`config.mk`:
```
export PLATFORM = sky130hd
export DESIGN_NAME = emi_ctrl_regs
export DESIGN_NICKNAME = d
export VERILOG_FILES = /design/src/emi_ctrl_regs.v /design/src/wait_edge_sync.v /design/src/timeout_watch.v
export VERILOG_INCLUDE_DIRS = /design/src
export SDC_FILE = /design/constraint.sdc
export NUM_CORES = 1
export LEC_CHECK = 0
export ABC_AREA = 1
export ABC_CLOCK_PERIOD_IN_PS = 8500
export BUFFER_PORTS_ARGS = -buffer_cell sky130_fd_sc_hd__buf_2
export CORE_ASPECT_RATIO = 1.1
export CORE_MARGIN = 4
export CORE_UTILIZATION = 56
export CTS_CLUSTER_DIAMETER = 40
export DETAILED_ROUTE_END_ITERATION = 16
export MAX_ROUTING_LAYER = met4
export PLACE_DENSITY_LB_ADDON = 0.08
export SLEW_MARGIN = 20
export SYNTH_ARGS = -nofsm -noshare
export SYNTH_HDL_FRONTEND = slang
export SYNTH_SLANG_ARGS = --single-unit
```
`constraint.sdc`:
```
create_clock -name clk_sys -period 8.5 [get_ports clk_sys]
set_clock_uncertainty 0.15 [all_clocks]
set_input_delay 2.55 -clock clk_sys [delete_from_list [all_inputs] [get_ports clk_sys]]
set_output_delay 2.55 -clock clk_sys [all_outputs]
set_load 0.05 [all_outputs]
```
`src/emi_regs_defines.vh`:
```
/*
 Constants for the external memory interface control register bank:
 register byte offsets, field positions and reset values.
 Assumes inclusion by bare name from the design files.
*/
`ifndef EMI_REGS_DEFINES_VH
`define EMI_REGS_DEFINES_VH

// ==========================================================
// Register byte offsets
`define OFS_IRQ_RAW         12'h040
`define OFS_IRQ_MASKED      12'h044
`define OFS_IRQ_ENABLE_SET  12'h048
`define OFS_IRQ_ENABLE_CLR  12'h04c
`define OFS_NAND_CTRL       12'h060
`define OFS_WAIT_LIMIT      12'h004
`define OFS_ECC1_BASE       12'h070
`define OFS_ECC1_LAST       12'h07c
`define OFS_QUAD_CODE_BASE  12'h0c0
`define OFS_QUAD_CODE_LAST  12'h0cc
`define OFS_ERR_BASE        12'h0d0
`define OFS_ERR_LAST        12'h0dc

// ==========================================================
// Interrupt bit positions
`define IRQ_TIMEOUT_BIT     0
`define IRQ_LINE_TRAP_BIT   1
`define IRQ_WAIT_RISE_BIT   2
`define IRQ_WIDTH           3

// ==========================================================
// Control field positions
`define CTRL_FLASH_MODE_LO  0
`define CTRL_FLASH_MODE_HI  3
`define CTRL_QUAD_SEL_LO    4
`define CTRL_QUAD_SEL_HI    5
`define CTRL_PARITY_LO      8
`define CTRL_PARITY_HI      11
`define CTRL_QUAD_START     12
`define CTRL_LOCATE_START   13
`define CTRL_WIDTH          14

// ==========================================================
// Reset values and limits
`define IRQ_ENABLE_RESET    3'h0
`define CTRL_RESET          14'h0000
`define WAIT_LIMIT_RESET    8'h80
`define WAIT_LIMIT_WIDTH    8

`endif

```
`src/emi_ctrl_regs.v`:
```
/*
 Software-visible interrupt enable and NAND flash control registers of an
 external memory interface, reached over AHB-Lite, with raw and masked
 interrupt status and the interrupt pulse toward the CPU.
 Assumes one AHB-Lite master with single word transfers; ECC engines
 and the access sequencer live outside; only the sequencer reports through ports.
*/
// Chosen here: the address map and the AHB-Lite register port.
`timescale 1ns/1ns
`include "emi_regs_defines.vh"

module emi_ctrl_regs
#(
  parameter HAS_WAIT_PIN = 1
)
(
  // Clock and reset
  input  wire        clk_sys,
  input  wire        rst,
  // AHB-Lite slave
  input  wire        hsel,
  input  wire [11:0] haddr,
  input  wire [1:0]  htrans,
  input  wire        hwrite,
  input  wire [2:0]  hsize,
  input  wire [31:0] hwdata,
  input  wire        hready,
  output reg  [31:0] hrdata,
  output reg         hreadyout,
  output reg         hresp,
  // Memory side events
  input  wire        memory_wait_input,
  input  wire        ext_access_active,
  input  wire        line_trap_event,
  // Interrupt to CPU
  output reg         irq_pulse,
  // Chip select configuration
  output reg  [3:0]  flash_mode,
  output reg  [3:0]  parity_start,
  output reg         quad_code_start,
  output reg  [1:0]  quad_code_select,
  output reg         quad_error_locate_start,
  // Wait status
  output reg         wait_level
);
  // ==========================================================
  // Declarations
  reg  [`IRQ_WIDTH-1:0]       irq_enable;
  reg  [`IRQ_WIDTH-1:0]       irq_raw_status;
  reg  [`WAIT_LIMIT_WIDTH-1:0] extended_wait_limit;
  reg  [`CTRL_WIDTH-1:0]      control;
  reg                         wr_pend;
  reg                         rd_pend;
  reg  [11:0]                 addr_q;
  reg  [31:0]                 next_hrdata;
  reg  [`IRQ_WIDTH-1:0]       next_raw;
  reg  [`IRQ_WIDTH-1:0]       next_enable;
  reg  [`CTRL_WIDTH-1:0]      next_control;
  reg  [`WAIT_LIMIT_WIDTH-1:0] next_wait_limit;
  wire [11:0]                 haddr_word;
  wire [`IRQ_WIDTH-1:0]       irq_masked_status;
  wire [`IRQ_WIDTH-1:0]       masked_before;
  wire [`IRQ_WIDTH-1:0]       events;
  wire                        wait_sync;
  wire                        wait_rise;
  wire                        timeout_event;
  wire                        addr_phase;
  wire                        rd_ecc1;
  wire                        rd_quad;
  wire                        rd_err;
  wire [1:0]                  ecc1_idx;

  // ==========================================================
  // Event sources
  wait_edge_sync u_wait
  (
    .clk_sys (clk_sys),
    .rst     (rst),
    .pin_in  (memory_wait_input),
    .level   (wait_sync),
    .rise    (wait_rise)
  );

  timeout_watch u_timeout
  (
    .clk_sys             (clk_sys),
    .rst                 (rst),
    .access_active       (ext_access_active),
    .wait_active         (wait_sync),
    .extended_wait_limit (extended_wait_limit),
    .timeout             (timeout_event)
  );

  // Without a wait pin no source exists, so events are forced off
  assign events[`IRQ_WAIT_RISE_BIT] = (HAS_WAIT_PIN != 0) & wait_rise;
  assign events[`IRQ_LINE_TRAP_BIT] = (HAS_WAIT_PIN != 0) & line_trap_event;
  assign events[`IRQ_TIMEOUT_BIT]   = (HAS_WAIT_PIN != 0) & timeout_event;

  assign irq_masked_status = irq_raw_status & irq_enable;
  assign masked_before     = irq_masked_status;

  // ==========================================================
  // AHB-Lite address phase capture
  assign addr_phase = hsel & hready & htrans[1];

  always @(posedge clk_sys or posedge rst)
  begin
    if (rst)
    begin
      wr_pend   <= 1'b0;
      rd_pend   <= 1'b0;
      addr_q    <= 12'h000;
      hreadyout <= 1'b1;
      hresp     <= 1'b0;
    end
    else
    begin
      // Zero wait states; response always OKAY
      wr_pend   <= addr_phase & hwrite;
      rd_pend   <= addr_phase & ~hwrite;
      hreadyout <= 1'b1;
      hresp     <= 1'b0;
      if (addr_phase)
        addr_q <= {haddr[11:2], 2'b00};
    end
  end

  // ==========================================================
  // Read data, taken from the address phase so hrdata is registered
  assign haddr_word = {haddr[11:2], 2'b00};

  // Built from next values: a read right behind a write must see that write
  always @*
  begin
    next_hrdata = 32'h0000_0000;
    if (haddr_word == `OFS_IRQ_RAW)
      next_hrdata = {29'h0, next_raw};
    else if (haddr_word == `OFS_IRQ_MASKED)
      next_hrdata = {29'h0, next_raw & next_enable};
    else if ((haddr_word == `OFS_IRQ_ENABLE_SET) || (haddr_word == `OFS_IRQ_ENABLE_CLR))
      next_hrdata = (HAS_WAIT_PIN != 0) ? {29'h0, next_enable} : 32'h0000_0000;
    else if (haddr_word == `OFS_NAND_CTRL)
      next_hrdata = {18'h0, next_control[13:8], 2'b00, next_control[5:0]};
    else if (haddr_word == `OFS_WAIT_LIMIT)
      next_hrdata = {24'h0, next_wait_limit};
  end

  always @(posedge clk_sys or posedge rst)
  begin
    if (rst)
      hrdata <= 32'h0000_0000;
    else if (addr_phase && !hwrite)
      hrdata <= next_hrdata;
  end

  // ==========================================================
  // Reads of result registers that clear start bits
  assign rd_ecc1  = addr_phase & ~hwrite & (haddr >= `OFS_ECC1_BASE) & (haddr <= `OFS_ECC1_LAST);
  assign rd_quad  = addr_phase & ~hwrite & (haddr >= `OFS_QUAD_CODE_BASE) & (haddr <= `OFS_QUAD_CODE_LAST);
  assign rd_err   = addr_phase & ~hwrite & (haddr >= `OFS_ERR_BASE) & (haddr <= `OFS_ERR_LAST);
  assign ecc1_idx = haddr[3:2];

  // ==========================================================
  // Register updates
  always @*
  begin
    next_raw     = irq_raw_status;
    next_enable  = irq_enable;
    next_control = control;
    next_wait_limit = extended_wait_limit;
    if (wr_pend && addr_q == `OFS_WAIT_LIMIT)
      next_wait_limit = hwdata[7:0];
    if (wr_pend && addr_q == `OFS_IRQ_RAW)
      next_raw = irq_raw_status & ~hwdata[2:0];
    else if (wr_pend && addr_q == `OFS_IRQ_MASKED)
      next_raw = irq_raw_status & ~hwdata[2:0];
    if (wr_pend && addr_q == `OFS_IRQ_ENABLE_SET && HAS_WAIT_PIN != 0)
      next_enable = irq_enable | hwdata[2:0];
    else if (wr_pend && addr_q == `OFS_IRQ_ENABLE_CLR && HAS_WAIT_PIN != 0)
      next_enable = irq_enable & ~hwdata[2:0];
    if (wr_pend && addr_q == `OFS_NAND_CTRL)
    begin
      next_control[3:0]   = hwdata[3:0];
      next_control[5:4]   = hwdata[5:4];
      next_control[7:6]   = 2'b00;
      // Start bits are only set by a write; zero keeps a running start
      next_control[11:8]  = control[11:8] | hwdata[11:8];
      next_control[12]    = control[12] | hwdata[12];
      next_control[13]    = control[13] | hwdata[13];
    end
    if (rd_ecc1)
      next_control[`CTRL_PARITY_LO + ecc1_idx] = 1'b0;
    if (rd_quad)
      next_control[`CTRL_QUAD_START] = 1'b0;
    if (rd_err)
      next_control[`CTRL_LOCATE_START] = 1'b0;
    // Hardware set beats a software clear in the same cycle
    next_raw = next_raw | events;
  end

  always @(posedge clk_sys or posedge rst)
  begin
    if (rst)
    begin
      irq_raw_status      <= 3'h0;
      irq_enable          <= `IRQ_ENABLE_RESET;
      control             <= `CTRL_RESET;
      extended_wait_limit <= `WAIT_LIMIT_RESET;
    end
    else
    begin
      irq_raw_status <= next_raw;
      irq_enable     <= next_enable;
      control        <= next_control;
      extended_wait_limit <= next_wait_limit;
    end
  end

  // ==========================================================
  // Outputs, all registered
  always @(posedge clk_sys or posedge rst)
  begin
    if (rst)
    begin
      irq_pulse               <= 1'b0;
      flash_mode              <= 4'h0;
      parity_start            <= 4'h0;
      quad_code_start         <= 1'b0;
      quad_code_select        <= 2'h0;
      quad_error_locate_start <= 1'b0;
      wait_level              <= 1'b0;
    end
    else
    begin
      // One pulse when any masked flag goes from clear to set
      irq_pulse               <= |((next_raw & next_enable) & ~masked_before);
      flash_mode              <= control[3:0];
      parity_start            <= control[11:8];
      quad_code_start         <= control[12];
      quad_code_select        <= control[5:4];
      quad_error_locate_start <= control[13];
      wait_level              <= wait_sync;
    end
  end
endmodule // emi_ctrl_regs

```
`src/wait_edge_sync.v`:
```
/*
 Two-flop synchroniser for the external wait input with a rising edge
 detector behind the second stage.
 Assumes a level input from outside the clock domain.
*/
`timescale 1ns/1ns
module wait_edge_sync
(
  // Clock and reset
  input  wire clk_sys,
  input  wire rst,
  // Pin and results
  input  wire pin_in,
  output reg  level,
  output wire rise
);
  reg meta;
  reg level_d;

  always @(posedge clk_sys or posedge rst)
  begin
    if (rst)
    begin
      meta    <= 1'b0;
      level   <= 1'b0;
      level_d <= 1'b0;
    end
    else
    begin
      meta    <= pin_in;
      level   <= meta;
      level_d <= level;
    end
  end

  assign rise = level & ~level_d;
endmodule // wait_edge_sync

```
`src/timeout_watch.v`:
```
/*
 Counts cycles that the synchronised wait input stays active during an
 extended asynchronous access and flags a single timeout per stretch of active wait.
 Assumes access_active is a level from the same clock domain.
*/
`timescale 1ns/1ns
`include "emi_regs_defines.vh"
module timeout_watch
(
  // Clock and reset
  input  wire                         clk_sys,
  input  wire                         rst,
  // Access monitor
  input  wire                         access_active,
  input  wire                         wait_active,
  input  wire [`WAIT_LIMIT_WIDTH-1:0] extended_wait_limit,
  output wire                         timeout
);
  reg [`WAIT_LIMIT_WIDTH-1:0] count;
  reg                         fired;

  // One pulse per stretch of active wait, even if wait stays high afterwards
  assign timeout = access_active & wait_active & ~fired & (count == extended_wait_limit);

  always @(posedge clk_sys or posedge rst)
  begin
    if (rst)
    begin
      count <= {`WAIT_LIMIT_WIDTH{1'b0}};
      fired <= 1'b0;
    end
    else if (!access_active || !wait_active)
    begin
      count <= {`WAIT_LIMIT_WIDTH{1'b0}};
      fired <= 1'b0;
    end
    else if (timeout)
      fired <= 1'b1;
    else if (!fired)
      count <= count + {{(`WAIT_LIMIT_WIDTH-1){1'b0}}, 1'b1};
  end
endmodule // timeout_watch

```
# Yosys cells after proc, flatten, opt, wreduce, memory -nomap -nowiden
# Index checks and enable logic that the tools add are counted.
# word_totals
mem_bits_ro,0
input_bits,57
word_cells,111
ramBits,0
mem_count,0
ff_bits,96
latchBits,0
# op_classes
n_lt_le_gt_ge,8
n_reduce_logical,16
shift,0
bitwise,31
eq_ne,15
n_mul,0
mux,21
add_sub_neg,2
div_mod_pow,0
# op_table
op,count
equality test 10 x 5 -> 1 bit (second input constant),10
two-way mux 32 bit,2
two-way mux 14 bit,4
two-way mux 8 bit,5
>= comparator 12 x 8 -> 1 bit (second input constant),2
less-or-equal comparator 12 x 8 -> 1 bit (second input constant),2
equality test 10 x 1 -> 1 bit (second input constant),2
AND 3 bit,5
AND 1 bit,14
AND 14 bit,1
inverter 14 bit,1
>= comparator 12 x 7 -> 1 bit (second input constant),1
less-or-equal comparator 12 x 7 -> 1 bit (second input constant),1
two-way mux 3 bit,4
adder 8 x 1 -> 8 bit (second input constant),1
equality test 8 bit,1
logical AND 1 bit,8
inverter 3 bit,2
OR 3 bit,2
adder 4 x 2 -> 5 bit (first input constant),1
>= comparator 5 x 1 -> 1 bit (second input constant),1
less-than comparator 5 bit (second input constant),1
two-way mux 1 bit,5
demux 1 bit (select 4 bit),1
10 further kinds,16

# Depth between registers and ports, before layout
# Gate-level depths: netlist of the first run.
# depth
word_depth,13
mapped_depth,13

# Hierarchy
# A second synthesis of the first run with hierarchy kept.
# hier_totals
cells_unflattened,466
hier_area_um2,3872.5
# by_module_without_submodules
module,area_each_um2,cells_each,n_inst,seq_area_each_um2
emi_ctrl_regs,3060.4,356,1,1627.8
timeout_watch,723.2,104,1,225.2
wait_edge_sync,88.8,6,1,75.1

# Worst setup path after synthesis of the first run
# OpenSTA, ideal clock, no wires.
# synth_timing
path_kind,input to register
start,input haddr[0]
end,register hrdata[10]
required_ns,8.232
t_arrival_ns,3.454
path_slack_ns,4.778
path_stages,6
n_path_buf,0
cell_sequence,o21ai_0 > o2111ai_1 > nor3_1 > nand3_1 > nand3_1 > nand2_1
# synth_via
elab_chain_len,8
# synth_rtl
item,line_no,rtl
"start, declared",emi_ctrl_regs.v:22,"input wire [11:0] haddr,"
>= comparator 12 x 7 -> 1 bit (no line),--,
AND 1 bit,emi_ctrl_regs.v:158,assign rd_ecc1 = addr_phase & ~hwrite & (haddr >= `OFS_ECC1_BASE) & (haddr <= `OFS_ECC1_LAST);
AND 1 bit (*),emi_ctrl_regs.v:158,
two-way mux 14 bit (*),emi_ctrl_regs.v:191,if (rd_ecc1)
two-way mux 14 bit (*),emi_ctrl_regs.v:142,else if (haddr_word == `OFS_NAND_CTRL)
two-way mux 14 bit (*),emi_ctrl_regs.v:140,else if ((haddr_word == `OFS_IRQ_ENABLE_SET) || (haddr_word == `OFS_IRQ_ENABLE_CLR))
two-way mux 32 bit (*),emi_ctrl_regs.v:138,else if (haddr_word == `OFS_IRQ_MASKED)
two-way mux 32 bit (*),emi_ctrl_regs.v:136,if (haddr_word == `OFS_IRQ_RAW)
"end signal, assigned",emi_ctrl_regs.v:153,hrdata <= next_hrdata;
"end, declared",emi_ctrl_regs.v:28,"output reg [31:0] hrdata,"
# Every way passes the cells marked *; elsewhere a longest branch is shown, timed or not.
# A chain may end at the register's enable or synchronous reset.

# Worst setup path after layout of the first run
# layout_timing
start,input htrans[1]
end,register hrdata[4]
# layout_via
elab_chain_len,9
# layout_rtl
item,line_no,rtl
"start, declared",emi_ctrl_regs.v:23,"input wire [1:0] htrans,"
AND 1 bit (*),emi_ctrl_regs.v:104,assign addr_phase = hsel & hready & htrans[1];
AND 1 bit (3 in a row),emi_ctrl_regs.v:158,
two-way mux 14 bit,emi_ctrl_regs.v:191,
two-way mux 14 bit,emi_ctrl_regs.v:142,
two-way mux 14 bit,emi_ctrl_regs.v:140,
two-way mux 32 bit,emi_ctrl_regs.v:138,
two-way mux 32 bit,emi_ctrl_regs.v:136,
# Marks and branches as above.

==> results.py, run 1 <==
metrics = {
    "timing": {
        "finalSetupViolCount": 0,
        "finalCritPeriodShare_pct": 45.9,
        "relSlewSlack_pct": 36.7,
        "timing.final.crit_period_ps": 3900,
        "setup_tns_ps": 0,
        "fmax_mhz": 257,
        "drv_slew": 0,
        "worstMarginPinSlew_ps": 949,
        "finalHoldViolations": 0,
        "rsz0062_at_grt": "false",
    },
    "synthesis": {
        "synth_cell_types": 37,
        "async_flop_share_pct": 100,
        "synth_area_um2": 3710,
        "synth_area_leader_cell": "dfrtp_1",
        "syn_inst": 437,
        "synthFlopType": "dfrtp_1",
        "postSynthAreaPerCell_um2": 8.49,
        "synth.area.top_cells": "dfrtp_1 (51%), nand2_1 (11%), inv_1 (6.3%)",
        "ys_seq_area_share_pct": 51.3,
        "yosysWarningCount": 0,
        "synth_edf_count": 0,
        "synth_top_area_share_pct": 50.6,
        "ys_ff_latch": 76,
    },
    "global_route": {
        "antenna_found_initial": 0,
        "grt_start_max_net_pins": 77,
        "grt_pass1_wl_um": 13000,
        "first_global_vias": 2834,
        "grt_use_total_pct": 21.2,
        "overflow": 0,
    },
    "clock_network": {
        "cts_buffers": 9,
        "cts_resized": 0,
        "hold_buffers": 0,
        "cts_tree": "yes",
        "cts_root_buffer": "clkbuf_8",
        "clkLatencyLatePin_ps": 350,
        "cts.sinks": 76,
        "clk_pin_slew_ps": 80,
        "post_cts_buffers": 0,
        "cts_max_path_buffers": 2,
        "htreeDepth": 3,
    },
    "floorplanning": {
        "rows": 30,
        "io_pins": 105,
        "initial_core_util_pct": 58.8,
        "die_w_um": 85.6,
        "fp.dieArea_um2": 7990,
        "die_y_um": 93.4,
        "coreArea_um2": 6310,
    },
    "route": {
        "vias_per_cell": 4.95,
        "drtPass1Iterations": 4,
        "drtIter0Drc": 182,
        "via_count": 2924,
        "wl_per_cell_um": 13.2,
        "ant_nets": 0,
        "wirelength_um": 7820,
        "drcViolationCount": 0,
    },
    "status": {
        "run_status": "completed",
    },
    "placed_design": {
        "place_congestion": 0.864,
        "io_buffers": 62,
        "dp_hpwl_um": 5840,
    },
    "setup_path": {
        "critPathLaunchType": "primary input",
        "path_max_fanout": 16,
        "slowest_stage": "nor3_4",
        "crit_chain": "buf_2, nand3_2, nor2_2, inv_2, nor3_4, a22oi_1, nand2_1",
        "critPathRequiredTime_ps": 8640,
        "critical_path_class": "in -> reg",
        "cp-end-kind": "register",
        "cp.arrival_ps": 4040,
        "max_stage_delay_ps": 420,
    },
    "cells_and_area": {
        "layout_commonest_cell": "nand2_1",
        "final_nets": 564,
        "final_cell_mix": "nand2_1 (112), dfrtp_1 (75), buf_2 (62), inv_1 (61), nand3_1 (40)",
        "antenna_cells": 0,
        "post-route-util_pct": 67.3,
        "syn2layout_area_growth_pct": 14.3,
        "drive_gt1_share_pct": 21.9,
    },
    "job": {
        "cap_viol_max_count": 0,
    },
    "power": {
        "leakagePower_nw": 2.33,
        "p_per_area_nw_per_um2": 187,
        "ir_worst_vdd_mv": 0.106,
    },
    "min_path": {
        "hold_class": "reg -> reg",
    },
}
## path summary, 6_finish.rpt
kind | start | endpoint | slack, ps | cells past startpoint
setup / recovery | htrans[1] | hrdata[4] | 4600 | 7
hold / removal | u_wait.meta | u_wait.level | 200 | 0
setup reg to reg | addr_q[2] | hrdata[2] | 6580 | 11
hold reg to reg | u_wait.meta | u_wait.level | 200 | 0
max in group asynchronous | rst | extended_wait_limit[2] | 5260 | 3
min in group asynchronous | rst | u_timeout.count[6] | 2340 | 3
## layer usage
metal  vias up  track usage [%]  share of wire (%)
li1       1486                -                  -
met1      1352             27.4                 45
met2        69             33.6                 48
met3        17             3.26                4.4
met4         0             8.71                2.2
met5         -                -                  0
## power breakdown
part	internal (mW)	switching, mW	total (mW)
registers	0.379	0.00995	0.389
logic	0.0258	0.0830	0.109
clock network	0.164	0.133	0.297
total	0.569	0.226	0.795
## cell families after synthesis
logic type               Yosys count  synth area share, %
other                              2                0.202
AND/OR/NAND/NOR                  222                 28.2
AO/OA/AOI/OAI                     38                 6.48
flip-flops                        76                 51.3
adder cells (fa/ha/maj)            1                0.337
XOR/XNOR                          10                 2.36
buffers and inverters             88                 11.1
## layout make-up
class                   instances  area (µm²)
fillers                       548        2060
flip-flops and latches         76        1900
multi-input cells             291        1460
repair buffers                 63         318
inverters                      65         244
clock buffers                   9         124
well taps                      80         100
clock inverters                 7        91.3
## synthesized netlist by cell type (2+ instances only)
| library cell | n |
|---|---|
| nor2_4 | 4 |
| nor3_4 | 2 |
| nor3_1 | 3 |
| a21oi_1 | 3 |
| a31o_2 | 4 |
| nand2_1 | 112 |
| dfrtp_1 | 75 |
| clkbuf_1 | 2 |
| inv_2 | 3 |
| and2_1 | 3 |
| nor2_2 | 4 |
| xor2_1 | 8 |
| or2_2 | 3 |
| buf_4 | 20 |
| nor2_1 | 27 |
| conb_1 | 2 |
| nand4_1 | 10 |
| nand2_2 | 6 |
| o31ai_1 | 8 |
| xnor2_1 | 2 |
| nand3_2 | 4 |
| nand3_1 | 40 |
| o21ai_0 | 14 |
| inv_1 | 62 |
| o21ai_1 | 4 |
## worst max-delay path, delay by kind of cell
kind            cells  cell delay [ps]
compound gates      1              120
buf+inv             2              280
simple gates        4             1080
## stage by stage
stage	hold slack (ps)	power [mW]	cell area, µm²	cells	worst slack [ps]
finish	203	0.795	4240	591	4600
global route	220	0.829	4240	591	4400
CTS	205	0.800	4240	591	4580
detailed placement	189	0.505	4030	575	4210
global placement	192	0.503	4030	575	4230
floorplan	181	0.483	3780	455	3860
## registers in the layout, indices dropped and copies added, names as in the netlist, 2 cells and up
signal / count
control: 12
extended_wait_limit: 8
addr_q: 10
irq_enable: 3
parity_start: 4
irq_raw_status: 3
quad_code_select: 2
hrdata: 14
flash_mode: 4
u_timeout.count: 8
No activity file was read; power rests on OpenSTA's default activity.
==> inputs of run 2 (changes only) <==
- ABC_AREA: 1 -> 0
- ABC_CLOCK_PERIOD_IN_PS: 8500 -> 3600
- CORE_UTILIZATION: 56 -> 51
- clock period: 8.5 -> 3.6 ns (I/O delays scaled with it)
==> run 2 against run 1 <==
  * Critical path type is now reg -> reg
  * Cell area shrank 5.4%
  * Core utilization shrank 6.4 points
  * Sequential cell count is the same
  * Hold slack gained 1.4 ps
==> results.py, run 2 <==
metrics = {
    "floorplanning": {
        "die_y_um": 94.3,
        "fp.dieArea_um2": 8160,
        "io_pins": 105,
        "die_w_um": 86.5,
        "initial_core_util_pct": 52.4,
        "coreArea_um2": 6590,
        "rows": 31,
    },
    "route": {
        "drcViolationCount": 0,
        "wirelength_um": 7480,
        "wl_per_cell_um": 16.0,
        "ant_nets": 0,
        "drtIter0Drc": 130,
        "via_count": 2544,
        "vias_per_cell": 5.45,
        "drtPass1Iterations": 4,
    },
    "timing": {
        "fmax_mhz": 373,
        "finalSetupViolCount": 0,
        "finalHoldViolations": 0,
        "finalCritPeriodShare_pct": 74.4,
        "worstMarginPinSlew_ps": 1010,
        "setup_ws_ps": 921,
        "drv_slew": 0,
        "relSlewSlack_pct": 32.2,
        "setup_tns_ps": 0,
        "rsz0062_at_grt": "false",
        "timing.final.crit_period_ps": 2680,
        "whs_ps": 204,
    },
    "setup_path": {
        "path_max_fanout": 10,
        "r2r_setup_slack_ps": 920,
        "crit_chain": "or4_4, nor4_2, buf_4, mux2i_1, o22ai_1, o31a_1",
        "path_buf_inv": 1,
        "ff2ff_path_depth": 6,
        "max_stage_delay_ps": 570,
        "cp_top_family": "simple AND/OR/NAND/NOR gates",
        "slowest_stage": "or4_4",
        "crit_cells": 6,
        "critical_path_class": "reg -> reg",
        "critPathRequiredTime_ps": 3690,
        "cp.arrival_ps": 2770,
        "cp-end-kind": "register",
        "critPathLaunchType": "register",
    },
    "placed_design": {
        "place_inst": 451,
        "dpl_cell_area_um2": 3840,
        "io_buffers": 62,
        "place_congestion": 0.841,
        "dp_hpwl_um": 5670,
        "place_ws_ps": 722,
    },
    "synthesis": {
        "ys_seq_area_share_pct": 55.1,
        "yosysMostFrequentCell": "dfrtp_1",
        "synth_common_cells": "dfrtp_1 (75), inv_1 (27), buf_4 (20)",
        "yosysWarningCount": 0,
        "postSynthAreaPerCell_um2": 11.4,
        "ys_ff_latch": 76,
        "syn_inst": 304,
        "synth_top_area_share_pct": 54.3,
        "synth_area_leader_cell": "dfrtp_1",
        "synth.area.top_cells": "dfrtp_1 (54%), buf_4 (4.3%), mux2i_1 (4.1%)",
        "synth_area_um2": 3460,
        "synth_edf_count": 0,
        "async_flop_share_pct": 100,
        "synth_cell_types": 54,
        "synthFlopType": "dfrtp_1",
    },
    "power": {
        "p_per_area_nw_per_um2": 440,
        "finalPower_mw": 1.77,
        "ir_worst_vdd_mv": 0.228,
        "leakagePower_nw": 2.11,
    },
    "cells_and_area": {
        "layout_commonest_cell": "dfrtp_1",
        "reg_top3": "hrdata: 14 flops, control: 12 flops, addr_q: 10 flops",
        "drive_gt1_share_pct": 28.8,
        "post-route-util_pct": 60.9,
        "regMostFlops": "hrdata",
        "fin_area_um2": 4010,
        "layout.cells.non_filler": 467,
        "final_nets": 438,
        "antenna_cells": 0,
        "final_cell_mix": "dfrtp_1 (75), buf_2 (62), inv_1 (26), conb_1 (20), nor2_1 (15)",
        "largest_register_ffs": 14,
        "syn2layout_area_growth_pct": 16.1,
    },
    "global_route": {
        "grt_start_max_net_pins": 36,
        "grt_use_total_pct": 20.3,
        "overflow": 0,
        "grt_pass1_wl_um": 12200,
        "first_global_vias": 2570,
        "antenna_found_initial": 0,
    },
    "clock_network": {
        "htreeDepth": 3,
        "clkLatencyLatePin_ps": 360,
        "hold_buffers": 0,
        "cts_root_buffer": "clkbuf_8",
        "cts_tree": "yes",
        "cts_resized": 0,
        "cts_max_path_buffers": 2,
        "post_cts_buffers": 0,
        "cts.sinks": 76,
        "clk_pin_slew_ps": 80,
        "cts_buffers": 9,
    },
    "min_path": {
        "holdPathStages": 0,
        "hold_class": "reg -> reg",
    },
    "job": {
        "cap_viol_max_count": 0,
    },
    "status": {
        "run_status": "completed",
    },
}
## run 2: cell count changes in the layout (fill, tap and decap cells not counted), sizes merged, moves of 6 or more
cell / previous run / this run
nand2: 118 / 10
nand3: 44 / 5
inv: 65 / 27
nor2: 35 / 15
mux2i: 0 / 14
mux2: 0 / 12
o21ai: 18 / 6
a21oi: 3 / 13
buf: 63 / 73
a22o: 0 / 8
o31ai: 8 / 0
nor4: 1 / 7
## run 2: worst paths after layout
kind                                    to         from
max                              hrdata[1]    addr_q[4]
min                           u_wait.level  u_wait.meta
max reg2reg                      hrdata[1]    addr_q[4]
min reg2reg                   u_wait.level  u_wait.meta
max in group asynchronous  parity_start[0]          rst
min in group asynchronous    flash_mode[0]          rst
## run 2: logic make-up after synthesis
group	count (synthesis)	synth area share (%)
muxes	26	8.07
adders and majority gates	1	0.362
DFF	76	55.1
xor gates and xnor gates	12	3.04
buffers and inverters	53	7.96
and+or+nand+nor	75	13.0
AOI/OAI and AO/OA	59	12.3
other	2	0.217
## run 2: power by group
part | leakage [nW] | switching (mW) | internal [mW] | total, mW
Sequential | 1.00 | 0.0346 | 0.899 | 0.933
Combinational | 1.03 | 0.195 | 0.0772 | 0.273
Clock | 0.0783 | 0.313 | 0.248 | 0.562
## run 2: layout make-up
class                           count  area (µm²)
Clock buffer                       10         128
Clock inverter                      6        41.3
Fill cell                         576        2580
Inverter                           27         101
Multi-Input combinational cell    193        1350
Sequential cell                    76        1900
Tap cell                           82         103
Timing Repair Buffer               73         393
## run 2: per-layer routing
| metal | track usage (%) | vias up | wire length, µm | share of wire [%] |
|---|---|---|---|---|
| met1 | 25.8 | 1265 | 3230 | 43 |
| li1 | - | 1202 | - | - |
| met5 | - | - | 0 | 0 |
| met4 | 7.40 | 0 | 70 | 0.94 |
| met2 | 32.6 | 68 | 3820 | 51 |
| met3 | 4.01 | 9 | 355 | 4.7 |
==> inputs of run 3 (changes only) <==
- ABC_CLOCK_PERIOD_IN_PS: 3600 -> 2200
- CORE_UTILIZATION: 51 -> 46
- clock period: 3.6 -> 2.2 ns (I/O delays scaled with it)
==> run 3 against run 2 <==
  * The run now ends with setup timing left
  * Die area rose by 9.9%
  * Core utilization rose by 3.2 points
  * Sequential power rose by 63%
  * Hold slack got worse by 67 ps
  * Combinational power rose by 100%
  * Critical path depth rose by 1
  * Largest power group unchanged
==> results.py, run 3 (synthesized netlist as in run 2, its figures left out) <==
metrics = {
    "status": {
        "run_status": "complete, but fails checks",
        "violations": "setup timing",
    },
    "setup_path": {
        "critPathRequiredTime_ps": 2280,
        "r2r_setup_slack_ps": -190,
        "cp.arrival_ps": 2470,
        "max_stage_delay_ps": 550,
        "path_max_fanout": 3,
        "cp-end-kind": "register",
        "slowest_stage": "or4_4",
        "path_buf_inv": 2,
        "cp_top_family": "simple AND/OR/NAND/NOR gates",
        "critPathLaunchType": "register",
        "critical_path_class": "reg -> reg",
        "crit_chain": "or4_4, buf_6, nor4_4, buf_4, mux2_4, and2b_1, o32a_1",
    },
    "clock_network": {
        "clk_pin_slew_ps": 80,
        "htreeDepth": 3,
        "hold_buffers": 0,
        "cts_tree": "yes",
        "cts_buffers": 9,
        "cts.sinks": 76,
        "clkLatencyLatePin_ps": 340,
        "cts_max_path_buffers": 2,
        "cts_root_buffer": "clkbuf_8",
    },
    "route": {
        "drcViolationCount": 0,
        "drtPass1Iterations": 4,
        "ant_nets": 0,
        "wl_per_cell_um": 15.7,
        "vias_per_cell": 5.22,
        "drtIter0Drc": 77,
        "via_count": 2691,
        "wirelength_um": 8110,
    },
    "cells_and_area": {
        "final_cell_mix": "dfrtp_1 (75), buf_2 (62), buf_4 (51), inv_1 (24), conb_1 (20)",
        "antenna_cells": 0,
        "drive_gt1_share_pct": 40.4,
        "regMostFlops": "hrdata",
        "final_nets": 484,
        "largest_register_ffs": 14,
        "fin_area_um2": 4590,
        "layout_commonest_cell": "dfrtp_1",
        "syn2layout_area_growth_pct": 32.9,
        "reg_top3": "hrdata: 14 flops, control: 12 flops, addr_q: 10 flops",
    },
    "floorplanning": {
        "coreArea_um2": 7170,
        "initial_core_util_pct": 48.2,
        "io_pins": 105,
        "fp.dieArea_um2": 8960,
        "die_w_um": 90.6,
        "die_y_um": 98.9,
        "rows": 32,
    },
    "timing": {
        "drv_slew": 0,
        "rsz0062_at_grt": "true",
        "whs_ps": 137,
        "finalHoldViolations": 0,
        "timing.final.crit_period_ps": 2390,
        "finalCritPeriodShare_pct": 109,
        "finalSetupViolCount": 10,
        "fmax_mhz": 418,
        "setup_ws_ps": -195,
    },
    "global_route": {
        "grt_pass1_wl_um": 13200,
        "first_global_vias": 2721,
        "grt_use_total_pct": 19.0,
        "antenna_found_initial": 0,
        "grt_start_max_net_pins": 41,
        "overflow": 0,
    },
    "placed_design": {
        "dp_hpwl_um": 6100,
        "io_buffers": 62,
        "place_congestion": 0.790,
        "dpl_cell_area_um2": 4160,
    },
    "power": {
        "swShare_pct": 27.7,
        "clkPwrFrac_pct": 38.4,
        "power.switching_mw": 0.930,
        "leakagePower_nw": 2.39,
        "power_frac_comb_pct": 16.4,
        "ir_worst_vdd_mv": 0.435,
        "internal_power_mw": 2.43,
        "seqPwrFrac_pct": 45.2,
        "finalPower_mw": 3.36,
        "p_per_area_nw_per_um2": 731,
    },
    "min_path": {
        "hold_class": "in -> async",
    },
    "job": {
        "cap_viol_max_count": 0,
    },
}
-- run 3: routing by layer --
metal | track usage, % | up-vias | share of wire, %
met5 | - | - | 0
li1 | - | 1297 | -
met1 | 23.2 | 1309 | 43
met2 | 31.9 | 75 | 51
met4 | 6.12 | 0 | 1.4
met3 | 3.74 | 10 | 4.2
-- run 3: worst paths after layout --
kind,from,end,cells past startpoint
min in group clk_sys,u_wait.meta,u_wait.level,0
max,addr_q[9],hrdata[0],7
min,rst,flash_mode[2],2
min reg2reg,u_wait.meta,u_wait.level,0
max reg2reg,addr_q[9],hrdata[0],7
max in group asynchronous,rst,addr_q[5],3
-- run 3: metrics by stage --
| step | setup WS, ps | utilization [%] | std cells | setup TNS, ps |
|---|---|---|---|---|
| finish | -195 | 64.1 | 516 | -1140 |
| global route | -274 | 64.1 | 516 | -2050 |
| CTS | -204 | 63.1 | 515 | -1120 |
| detailed placement | -238 | 58.1 | 491 | -2270 |
| global placement | -208 | 58.1 | 491 | -1850 |
| floorplan | -221 | - | 322 | -633 |
-- run 3: worst reg2reg max path, stage by stage, from the launching register on --
cell     delay [ps]
dfrtp_1         390
or4_4           550
buf_6           130
nor4_4          110
buf_4           180
mux2_4          310
and2b_1         160
o32a_1          310
-- run 3: what timing repair did --
item	CTS	global route
gates resized for setup	15	12
setup buffers	8	1
pin swaps	5	4
setup endpoints to repair	14	19
-- run 3: layout make-up --
class                           instances  area [µm²]
Inverter                               27         105
Tap cell                               85         106
Timing Repair Buffer                  119         778
Sequential cell                        76        1900
Multi-Input combinational cell        193        1450
Clock inverter                          7         124
Clock buffer                            9         124
Fill cell                             586        2570
-- run 3: power groups by stage --
stage                     registers (mW)  clock network, mW  logic, mW
after floorplan                     1.64                  0      0.260
after global placement              1.54                  0      0.529
after detailed placement            1.55                  0      0.534
after CTS                           1.52               1.33      0.542
after global routing                1.53               1.39      0.594
final                               1.52               1.29      0.551
